File: config.mk
export PLATFORM = sky130hd
export DESIGN_NAME = pmc_power_mode_controller
export DESIGN_NICKNAME = d
export VERILOG_FILES = /design/src/pmc_pkg.sv /design/src/pmc_power_mode_controller.sv
export SDC_FILE = /design/constraint.sdc
export NUM_CORES = 1
export LEC_CHECK = 0
export ABC_AREA = 1
export BUFFER_PORTS_ARGS = -buffer_cell sky130_fd_sc_hd__buf_2
export CAP_MARGIN = 20
export CORE_MARGIN = 2
export CORE_UTILIZATION = 45
export CTS_BUF_LIST = sky130_fd_sc_hd__clkbuf_8
export DETAILED_ROUTE_END_ITERATION = 10
export GPL_TIMING_DRIVEN = 0
export PLACE_DENSITY = 0.69
export RECOVER_POWER = 25
export SLEW_MARGIN = 20
export SYNTH_ARGS = -nofsm -noshare
export SYNTH_HDL_FRONTEND = slang
export SYNTH_SLANG_ARGS = --single-unit
File: constraint.sdc
create_clock -name CLK_SYS -period 1.6 [get_ports CLK_SYS]
set_input_delay 0.08 -clock CLK_SYS [delete_from_list [all_inputs] [get_ports CLK_SYS]]
set_output_delay 0.08 -clock CLK_SYS [all_outputs]
set_load 0.005 [all_outputs]
File: src/pmc_pkg.sv
// Constants, types and register map of the power mode controller.
// Assumes one 125 MHz system clock and a plain register port.
//
// Notes on behaviour
// Idle halts CPU, peripherals keep running.
// Any reset or interrupt ends idle.
// After idle wake, CPU serves interrupt, resumes.
// Power down stops CPU and all peripherals.
// Pending external bus transactions finish before entry.
// Power down gates clocks, stops watchdog, keeps RAM.
// Running RTC keeps main oscillator on in power down.
// Misc bit 3 switches regulator off in power down.
// Misc bit 4 routes port 7 onto shared pins.
// Misc bit 2 selects undivided CAN clock.
// Software keeps CAN divider above 40 MHz CPU.
// Misc bit 1 maps both CANs on first pair.
// Disabled first CAN keeps second on own pins.
// Config bit 5 picks protected or interruptible variant.
// Protected entry only while NMI pin is low.
// Protected power down ends only by reset input.
// Interruptible entry needs enabled pins all inactive.
// Interruptible wake: pin, RTC, CAN, I2C, reset.
// Config register locked after end of initialisation.
// Two-bit edge field per fast interrupt pin.
// Wake source holds pin at least 40 ns.
// CPU pulses requests, controller returns wake indication.

package pmc_pkg;

  // ==========================================================
  // Register map
  localparam logic [15:0] SYSCFG_ADDR  = 16'hff12;  // System configuration
  localparam logic [15:0] MISC_ADDR    = 16'hf0c2;  // Misc extra control
  localparam logic [15:0] STAT_ADDR    = 16'hf0c4;  // Controller status
  localparam logic [15:0] SYSCFG_RST   = 16'h0000;  // Value after reset
  localparam logic [15:0] MISC_RST     = 16'h0000;  // Value after reset
  localparam logic [15:0] SYSCFG_WMASK = 16'h1fff;  // Bits 15..13 reserved
  localparam logic [15:0] MISC_WMASK   = 16'h001e;  // Bits 4..1 only

  // ==========================================================
  // Field positions
  localparam int PD_VARIANT_BIT = 5;  // Config: interruptible variant
  localparam int PORT_REMAP_BIT = 4;  // Misc: port remap select
  localparam int REG_OFF_BIT    = 3;  // Misc: main regulator off
  localparam int CAN_UNDIV_BIT  = 2;  // Misc: undivided CAN clock
  localparam int CAN_PAR_BIT    = 1;  // Misc: parallel CAN mapping

  // ==========================================================
  // Wake pin edge field codes
  localparam logic [1:0] EDGE_OFF  = 2'h0;  // Pin ignored
  localparam logic [1:0] EDGE_HIGH = 2'h1;  // High active
  localparam logic [1:0] EDGE_LOW  = 2'h2;  // Low active
  localparam logic [1:0] EDGE_ANY  = 2'h3;  // Any level change

  // ==========================================================
  // Pins and synchroniser
  localparam int          FAST_PINS = 8;           // Fast interrupt pins
  localparam int          SYNC_W    = 10;          // Pins, NMI, reset
  localparam logic [9:0]  SYNC_RST  = 10'h300;     // NMI and reset idle high

  // ==========================================================
  // Timing
  localparam int CLK_MHZ      = 125;  // System clock rate
  localparam int MIN_WAKE_NS  = 40;   // Least wake pin assertion
  localparam int MIN_WAKE_CYC = (MIN_WAKE_NS * CLK_MHZ + 999) / 1000;

  // ==========================================================
  // Wake source codes
  localparam logic [2:0] WK_NONE  = 3'h0;
  localparam logic [2:0] WK_RESET = 3'h1;
  localparam logic [2:0] WK_IRQ   = 3'h2;
  localparam logic [2:0] WK_PIN   = 3'h3;
  localparam logic [2:0] WK_RTC   = 3'h4;
  localparam logic [2:0] WK_SER   = 3'h5;

  // ==========================================================
  // Types
  typedef enum logic [2:0] {
    PMC_RUN        = 3'h0,
    PMC_DRAIN_IDLE = 3'h1,
    PMC_DRAIN_PD   = 3'h2,
    PMC_IDLE       = 3'h3,
    PMC_PDOWN      = 3'h4
  } pmc_mode_e;

  typedef struct packed {
    logic [15:0] addr;   // Register address
    logic [15:0] wdata;  // Write data
    logic        wr;     // Write strobe
    logic        rd;     // Read strobe
  } pmc_regreq_s;

  typedef struct packed {
    logic cpu_run;       // CPU may execute
    logic periph_clk_en; // Peripheral clocks on
    logic wdt_run;       // Watchdog counts
    logic osc_run;       // Main oscillator on
    logic main_reg_off;  // Main regulator off
    logic can_clk_en;    // CAN clock strobe
  } pmc_clkctl_s;

  typedef struct packed {
    logic port7_sel;     // Port 7 on shared pins
    logic can2_on_can1;  // Both CANs on first pair
  } pmc_pinmap_s;

endpackage : pmc_pkg

File: src/pmc_power_mode_controller.sv
// Power mode controller: idle, power down, wake and misc control.
// Assumes CPU request pulses on CLK_SYS and pins from outside the
// clock domain; the edge field word comes from on-chip logic.
`timescale 1ns/1ps
`default_nettype none

module pmc_power_mode_controller
  import pmc_pkg::*;
(
  // Clock and reset
  input  wire logic                 CLK_SYS,
  input  wire logic                 RESET_N,
  // Register port
  input  wire pmc_regreq_s          REG_REQ,
  output logic [15:0]               REG_RDATA,
  // CPU requests and answer
  input  wire logic                 IDLE_REQ,
  input  wire logic                 POWER_DOWN_INSTRUCTION_REQ,
  input  wire logic                 END_OF_INIT_INSTRUCTION_REQ,
  input  wire logic                 IRQ_REQ,
  output logic                      WAKE,
  // External bus state
  input  wire logic                 BUS_BUSY,
  // Pins
  input  wire logic [FAST_PINS-1:0] FAST_IRQ_PIN,
  input  wire logic                 NMI_PIN_N,
  input  wire logic                 EXT_RESET_IN_N,
  // Wake sources and peripheral state
  input  wire logic [15:0]          WAKE_EDGE_CFG,
  input  wire logic                 RTC_RUN,
  input  wire logic                 RTC_IRQ,
  input  wire logic                 CAN_IRQ,
  input  wire logic                 I2C_IRQ,
  input  wire logic                 FIRST_CAN_EN,
  input  wire logic                 SECOND_CAN_EN,
  // Controls
  output pmc_clkctl_s               CLK_CTL,
  output pmc_pinmap_s               PIN_MAP
);

  // ==========================================================
  // State
  typedef struct packed {
    pmc_mode_e            mode;      // Operating mode
    logic [SYNC_W-1:0]    s1;        // Sync stage one
    logic [SYNC_W-1:0]    s2;        // Sync stage two
    logic [SYNC_W-1:0]    s3;        // Sync stage three
    logic [SYNC_W-1:0]    stable;    // Agreed pin levels
    logic [FAST_PINS-1:0] snap;      // Pin levels at entry
    logic [15:0]          syscfg;    // System configuration
    logic [15:0]          misc;      // Misc extra control
    logic                 end_of_init_instruction_done;// Config locked
    logic [2:0]           src;       // Last wake source
    logic                 wake;      // Wake pulse
    logic                 can_div;   // CAN clock divider
    logic                 map2;      // Second CAN remapped
    logic [15:0]          rdata;     // Read data
  } pmc_state_s;

  pmc_state_s q_r;   // Registered state
  pmc_state_s q_nxt; // Next state

  // Decoded pins and wake terms
  logic [FAST_PINS-1:0] pins;      // Filtered pin levels
  logic                 nmi_n;     // Filtered NMI
  logic                 ext_rst;   // Reset input asserted
  logic                 variant;   // Interruptible variant
  logic [FAST_PINS-1:0] pin_act;   // Pin at wake level
  logic [FAST_PINS-1:0] pin_blk;   // Pin forbids entry
  logic                 pd_ok;     // Entry allowed
  logic                 wake_any;  // Interruptible wake
  logic [2:0]           wake_src;  // Its source code
  logic [1:0]           fld;       // Edge field of a pin

  assign pins    = q_r.stable[FAST_PINS-1:0];
  assign nmi_n   = q_r.stable[FAST_PINS];
  assign ext_rst = ~q_r.stable[FAST_PINS+1];
  assign variant = q_r.syscfg[PD_VARIANT_BIT];

  // ==========================================================
  // Wake pin decode
  // Any-change pins compare against the snapshot taken at entry,
  // so they never block entry but wake on the first change.
  always_comb begin
    fld     = EDGE_OFF;
    pin_act = '0;
    pin_blk = '0;
    for (int i = 0; i < FAST_PINS; i++) begin
      fld = WAKE_EDGE_CFG[2*i +: 2];
      case (fld)
        EDGE_HIGH: begin
          pin_act[i] = pins[i];
          pin_blk[i] = pins[i];
        end
        EDGE_LOW: begin
          pin_act[i] = ~pins[i];
          pin_blk[i] = ~pins[i];
        end
        EDGE_ANY: begin
          pin_act[i] = pins[i] ^ q_r.snap[i];
          pin_blk[i] = 1'b0;
        end
        default: begin
          pin_act[i] = 1'b0;
          pin_blk[i] = 1'b0;
        end
      endcase
    end
  end

  // Entry check per variant
  assign pd_ok = variant ? ~|pin_blk
                         : ~nmi_n;

  // ==========================================================
  // Wake source priority in interruptible power down
  always_comb begin
    wake_any = 1'b1;
    wake_src = WK_PIN;
    if (|pin_act) begin
      wake_src = WK_PIN;
    end else if (RTC_IRQ && RTC_RUN) begin
      wake_src = WK_RTC;
    end else if (CAN_IRQ || I2C_IRQ) begin
      wake_src = WK_SER;
    end else begin
      wake_any = 1'b0;
      wake_src = WK_NONE;
    end
  end

  // ==========================================================
  // Next state
  always_comb begin
    q_nxt      = q_r;
    q_nxt.wake = 1'b0;

    // Three-stage synchroniser; a level counts once s2 and s3 agree
    q_nxt.s1     = {EXT_RESET_IN_N, NMI_PIN_N, FAST_IRQ_PIN};
    q_nxt.s2     = q_r.s1;
    q_nxt.s3     = q_r.s2;
    // Agreeing stages load their level; a disagreement keeps the old one
    q_nxt.stable = (q_r.s2 & q_r.s3) | (q_r.stable & (q_r.s2 ^ q_r.s3));

    // Lock on end of initialisation; nothing unlocks but reset
    if (END_OF_INIT_INSTRUCTION_REQ) begin
      q_nxt.end_of_init_instruction_done = 1'b1;
    end

    // Register writes
    if (REG_REQ.wr) begin
      if (REG_REQ.addr == SYSCFG_ADDR && !q_r.end_of_init_instruction_done) begin
        q_nxt.syscfg = REG_REQ.wdata & SYSCFG_WMASK;
      end
      if (REG_REQ.addr == MISC_ADDR) begin
        q_nxt.misc = REG_REQ.wdata & MISC_WMASK;
      end
    end

    // Register reads; data stand only in the cycle after the strobe
    q_nxt.rdata = 16'h0000;
    if (REG_REQ.rd) begin
      case (REG_REQ.addr)
        SYSCFG_ADDR: q_nxt.rdata = q_r.syscfg;
        MISC_ADDR:   q_nxt.rdata = q_r.misc;
        STAT_ADDR:   q_nxt.rdata = {8'h00, q_r.end_of_init_instruction_done, q_r.src,
                                    1'b0, q_r.mode};
        default:     q_nxt.rdata = 16'h0000;  // Unmapped reads zero
      endcase
    end

    // Divide-by-two strobe runs free; undivided overrides it
    q_nxt.can_div = ~q_r.can_div;

    // Parallel CAN mapping needs both controllers on
    q_nxt.map2 = q_r.misc[CAN_PAR_BIT]
               & FIRST_CAN_EN
               & SECOND_CAN_EN;

    // Mode sequencing
    if (ext_rst) begin
      // Reset input ends every low power mode
      q_nxt.mode = PMC_RUN;
      if (q_r.mode != PMC_RUN) begin
        q_nxt.wake = 1'b1;
        q_nxt.src  = WK_RESET;
      end
    end else begin
      case (q_r.mode)
        PMC_RUN: begin
          if (IDLE_REQ) begin
            q_nxt.mode = PMC_DRAIN_IDLE;
          end else if (POWER_DOWN_INSTRUCTION_REQ && pd_ok) begin
            q_nxt.mode = PMC_DRAIN_PD;
          end
        end
        PMC_DRAIN_IDLE: begin
          // Wait for the external bus to go quiet
          if (!BUS_BUSY) begin
            q_nxt.mode = PMC_IDLE;
          end
        end
        PMC_DRAIN_PD: begin
          if (!BUS_BUSY) begin
            q_nxt.mode = PMC_PDOWN;
            q_nxt.snap = pins;
          end
        end
        PMC_IDLE: begin
          // CPU resumes and serves the pending interrupt
          if (IRQ_REQ) begin
            q_nxt.mode = PMC_RUN;
            q_nxt.wake = 1'b1;
            q_nxt.src  = WK_IRQ;
          end
        end
        PMC_PDOWN: begin
          // Protected variant waits for the reset input only
          if (variant && wake_any) begin
            q_nxt.mode = PMC_RUN;
            q_nxt.wake = 1'b1;
            q_nxt.src  = wake_src;
          end
        end
        default: begin
          q_nxt.mode = PMC_RUN;
        end
      endcase
    end
  end

  // ==========================================================
  // State register
  always_ff @(posedge CLK_SYS or negedge RESET_N) begin
    if (!RESET_N) begin
      q_r            <= '0;
      q_r.mode       <= PMC_RUN;
      q_r.s1         <= SYNC_RST;
      q_r.s2         <= SYNC_RST;
      q_r.s3         <= SYNC_RST;
      q_r.stable     <= SYNC_RST;
      q_r.syscfg     <= SYSCFG_RST;
      q_r.misc       <= MISC_RST;
    end else begin
      q_r <= q_nxt;
    end
  end

  // ==========================================================
  // Outputs
  // RAM supply is never touched here, so contents survive power down.
  assign CLK_CTL.cpu_run       = (q_r.mode == PMC_RUN);
  assign CLK_CTL.periph_clk_en = (q_r.mode != PMC_PDOWN);
  assign CLK_CTL.wdt_run       = (q_r.mode != PMC_PDOWN);
  assign CLK_CTL.osc_run       = (q_r.mode != PMC_PDOWN) | RTC_RUN;
  assign CLK_CTL.main_reg_off  = (q_r.mode == PMC_PDOWN)
                               & q_r.misc[REG_OFF_BIT];
  assign CLK_CTL.can_clk_en    = (q_r.mode != PMC_PDOWN)
                               & (q_r.misc[CAN_UNDIV_BIT] | q_r.can_div);
  assign PIN_MAP.port7_sel     = q_r.misc[PORT_REMAP_BIT];
  assign PIN_MAP.can2_on_can1  = q_r.map2;
  assign WAKE                  = q_r.wake;
  assign REG_RDATA             = q_r.rdata;
endmodule : pmc_power_mode_controller

`default_nettype wire

## Word level (Yosys, flattened, before mapping)

Cells that the tools add are included.

- Input bits: 73
- Bits in registers: 91
- Output and inout bits: 25

- Equal/unequal tests: 38
- Reductions and logical operators: 17
- Bitwise gates (word level): 29
- Muxes and demuxes: 38

Operator list:

| operator | count |
|---|---|
| 16-bit == test, second input constant | 3 |
| 13-bit one-hot mux with 3 select lines | 1 |
| 2-bit == test, second input constant | 16 |
| 3-bit two-way mux | 10 |
| 1-bit one-hot mux with 3 select lines | 8 |
| 10-bit AND | 2 |
| 2-bit by 1-bit == test with 1-bit output, second input constant | 8 |
| 4-bit two-way mux | 4 |
| 1-bit one-hot mux with 2 select lines | 8 |
| 8-bit OR reduction | 2 |
| 3-bit inequality test, second input constant | 5 |
| 3-bit one-hot mux with 5 select lines | 1 |
| 13-bit two-way mux | 1 |
| 1-bit NOT | 11 |
| 10-bit OR | 1 |
| 10-bit XOR | 1 |
| 4-bit one-hot mux with 2 select lines | 1 |
| 1-bit XOR | 8 |
| 3-bit by 2-bit == test with 1-bit output, second input constant | 2 |
| 5-bit AND reduction | 1 |
| 1-bit AND | 4 |
| 1-bit logical AND | 4 |
| 1-bit two-way mux | 4 |
| 4-bit by 3-bit inequality test with 1-bit output, second input constant | 1 |
| 12 further kinds | 15 |

## Depth between registers and ports, before layout

- Depth in word-level cells: 10
- Mapped depth: 14
- Gate-level depth less buffers: 14

## Least setup slack after synthesis

No wires, ideal clock.

- Path kind: register to register
- Start: register q_r[103] (netlist bit)
- End: register q_r[20] (netlist bit)
- Period minus slack after synthesis: 1326 ps
- Setup time: 130 ps
- Buffers on the path: 0
- Path slack: 274 ps
- Stages on the path, launching flop included: 7
- Arrival: 1196 ps
- Path through: dfrtp_1 > nor3_1 > inv_1 > nor2_1 > nand3_1 > nand3_1 > o211ai_1

- Word-level cells in the longest chain between the ends: 3

Ends and longest elaborated chain:

| element | RTL line | source |
|---|---|---|
| from (decl) | pmc_power_mode_controller.sv:60 | `pmc_state_s q_r;` |
| from (signal assigned) | pmc_power_mode_controller.sv:245 | `q_r <= q_nxt;` |
| 3-bit == test, or another cell as far along | pmc_power_mode_controller.sv:189 | `case (q_r.mode)` |
| 3-bit by 1-bit inequality test with 1-bit output (no source line), or another cell as far along | -- |  |
| 4-bit AND reduction (no source line) or 4-bit two-way mux (tied branches) | -- |  |

Several ways; a longest one is shown, not always the timed one.
A chain may end at the register's enable or synchronous reset.

==> flow_summary.toml <==
[pwr]
pwr-share-seq_pct = 51.9
p_switching_uw = 1356
p_clk_share_pct = 30.9
total_power_uw = 4921
cellLeakagePower_uw = 0.002827
combPwrFrac_pct = 17.2
swShare_pct = 27.56
ir_worst_vdd_mv = 0.7387
internal-power_uw = 3565
cellPowerDensity_nw_per_um2 = 944.6

[clocking]
cts-buffers-inserted = 9
clockBufferDepth = 2
clock-sinks = 88
cts_tree = "yes"
cts_max_level = 3
clk_pin_slew_worst_paths_ps = 80
clockRootBuffer = "clkbuf_8"
clkLatencyLatePin_ps = 350

[timing]
holdWs_ps = 24.47
tightest_slew_ps = 854.9
hold_viol = 0
max_slew_margin_pct = 43.01
fin_skew_ps = 5.987
fin_ws_ps = 11.75
setup_tns_ps = 0
fin_crit_sh_pct = 99.27
rsz0062_at_grt = "true"
finalCriticalPeriod_ps = 1588
finalSetupViolations = 0
max_freq_mhz = 629.6
slew_viol_final = 0

[floorplanning]
core_area_sq_um = 8636
initial_utilization_pct = 46.03
rows = 34
dieWidth_um = 97.99
ios = 98
design.die.area_sq_um = 9601
die_h_um = 97.99

[drt]
wl_um = 8323
num_vias = 3298
dr.pass1.iters = 4
vias_per_cell = 4.725
drcViolationCount = 0
drtAntennaViolNets = 0
wire_per_inst_um = 11.92
drt-initial-drc-count = 127

[synth]
avgSynthCellArea_sq_um = 8.953
synthTopCellsByArea = "dfrtp_1, nand2_1, inv_1, dfstp_2, buf_4"
yosysTopAreaCell = "dfrtp_1"
ys_ff_latch = 88
synth.distinct_cells = 32
synth_warnings = 0
ys_seq_area_share_pct = 55.65
synth_area_sq_um = 3975
synth_top_cell_area_share_pct = 50.36
synthCells = 444

[worst_setup_path]
r2r_cells = 7
start_kind = "flip-flop"
crit_required_ps = 1520
crit_fanout = 4
critical_path_class = "reg -> out"
worstPathArrival_ps = 1510
critPathCaptureType = "output pin"

[global_route]
grt_pass1_vias = 3137
grt_overflow = 0
grt_pass1_wl_um = 13790
grt_antenna_before_repair = 0
grt_max_degree = 57
track_usage_pct = 17.90

[finish]
final_nets = 669
drive_above_1_share_pct = 30.51
area_growth_syn_to_layout_pct = 31.07
finish.utilization_pct = 60.33
diodes = 0

[placement]
pre_cts_slack_ps = -63.23
dp_hpwl_um = 5933
gp_congestion = 0.8114
io_buffers = 91

[hold_path]
holdPathStages = 3
worstHoldPathType = "in -> reg"

[job]
cap_violations = 0

[outcome]
outcome = "complete, no violations"
## cells in the mapped netlist
library cell  instances
nor3_2                1
clkbuf_1              1
a31oi_1               2
nand3b_4              1
ha_1                 10
nand4_1               2
o211ai_1              1
o21bai_1              2
inv_1                59
clkinv_2              1
a21boi_0              1
dfrtp_1              80
nand2_1             143
or2_1                 1
buf_4                19
mux2_2                1
a22oi_1               1
and2_1                1
or2_2                 2
nor2_1               22
and3_1                1
nor4_1                3
o22ai_1               1
a21oi_1               9
nor3_1                6
o21ai_0              19
nand3_1              20
buf_6                 2
dfstp_2               8
conb_1                1
a21o_1               10
o21ai_2              13
## stage by stage
step / cells / area (sq um)
floorplan: 446 / 3983
global placement: 645 / 4573
detailed placement: 646 / 4603
CTS: 691 / 5112
global route: 698 / 5210
finish: 698 / 5210
## registers in the layout, indices dropped and copies added (netlist names)
register / count
q_r: 43
q_nxt: 20
REG_RDATA: 13
pins: 8
PIN_MAP: 2
WAKE: 1
nmi_n: 1
## per-layer routing
metal	up-vias	part of all wire, %	track usage (%)
li1	1664	-	-
met1	1538	45	23.74
met2	77	48	28.93
met3	19	4.2	2.935
met4	0	2.5	8.333
met5	-	0	0
## power by group through the flow
stage	registers, uW	logic (uW)	clock network, uW
after global placement	2580	689	0
after floorplan	2550	445	0
after detailed placement	2590	736	0
after global routing	2580	962	1660
after CTS	2550	806	1580
final	2550	844	1520
## worst paths after layout
check	startpoint	endpoint	slack, ps
max	q_r[105]	CLK_CTL[2]	10
min	BUS_BUSY	q_r[104]	20
max reg2reg	q_r[105]	q_r[104]	70
min reg2reg	q_nxt[88]	q_nxt[78]	350
max in group asynchronous	RESET_N	q_nxt[91]	430
min in group asynchronous	RESET_N	q_nxt[83]	370
## worst max-delay path: stages, from the launching register on
cell and delay, ps:
dfrtp_1 440, inv_2 80, nor3_4 180, inv_2 100, or2_4 240, buf_6 110
## logic make-up after synthesis
group | after synthesis | synth area share [%]
AOI/OAI and AO/OA | 59 | 9.695
and+or+nand+nor | 203 | 21.18
adders and majority gates | 10 | 3.148
other | 1 | 0.09434
buffers and inverters | 82 | 9.946
DFF | 88 | 55.65
muxes | 1 | 0.2833
## placed cells by master (no fill, tap or decap), drive strengths merged, types with 2 or more instances in the layout
master,count
a21o,10
clkbuf,11
nand2,143
ha,10
dfrtp,80
dlygate4sd3,28
buf,122
or2,3
nand3,20
o21ai,32
nor2,22
a31oi,2
nor4,3
nand4,2
inv,60
dfstp,8
nor3,7
clkinv,3
a21oi,9
o21bai,2
conb,3
## layout make-up
class / count / area, sq um
Fill cell: 763 / 3426
Sequential cell: 88 / 2213
Multi-Input combinational cell: 276 / 1420
Timing Repair Buffer: 130 / 858.3
Inverter: 60 / 226.5
Buffer: 21 / 162.7
Clock buffer: 10 / 137.6
Tap cell: 108 / 135.1
Clock inverter: 5 / 56.30
## repair_timing
action,in CTS,in global routing
pin swaps,0,1
endpoints found under the hold margin,58,0
setup endpoints to repair,11,15
resized for setup,6,19
hold buffers,28,0
buffers inserted,2,8
Note: power is estimated with default switching activity, not from simulation.
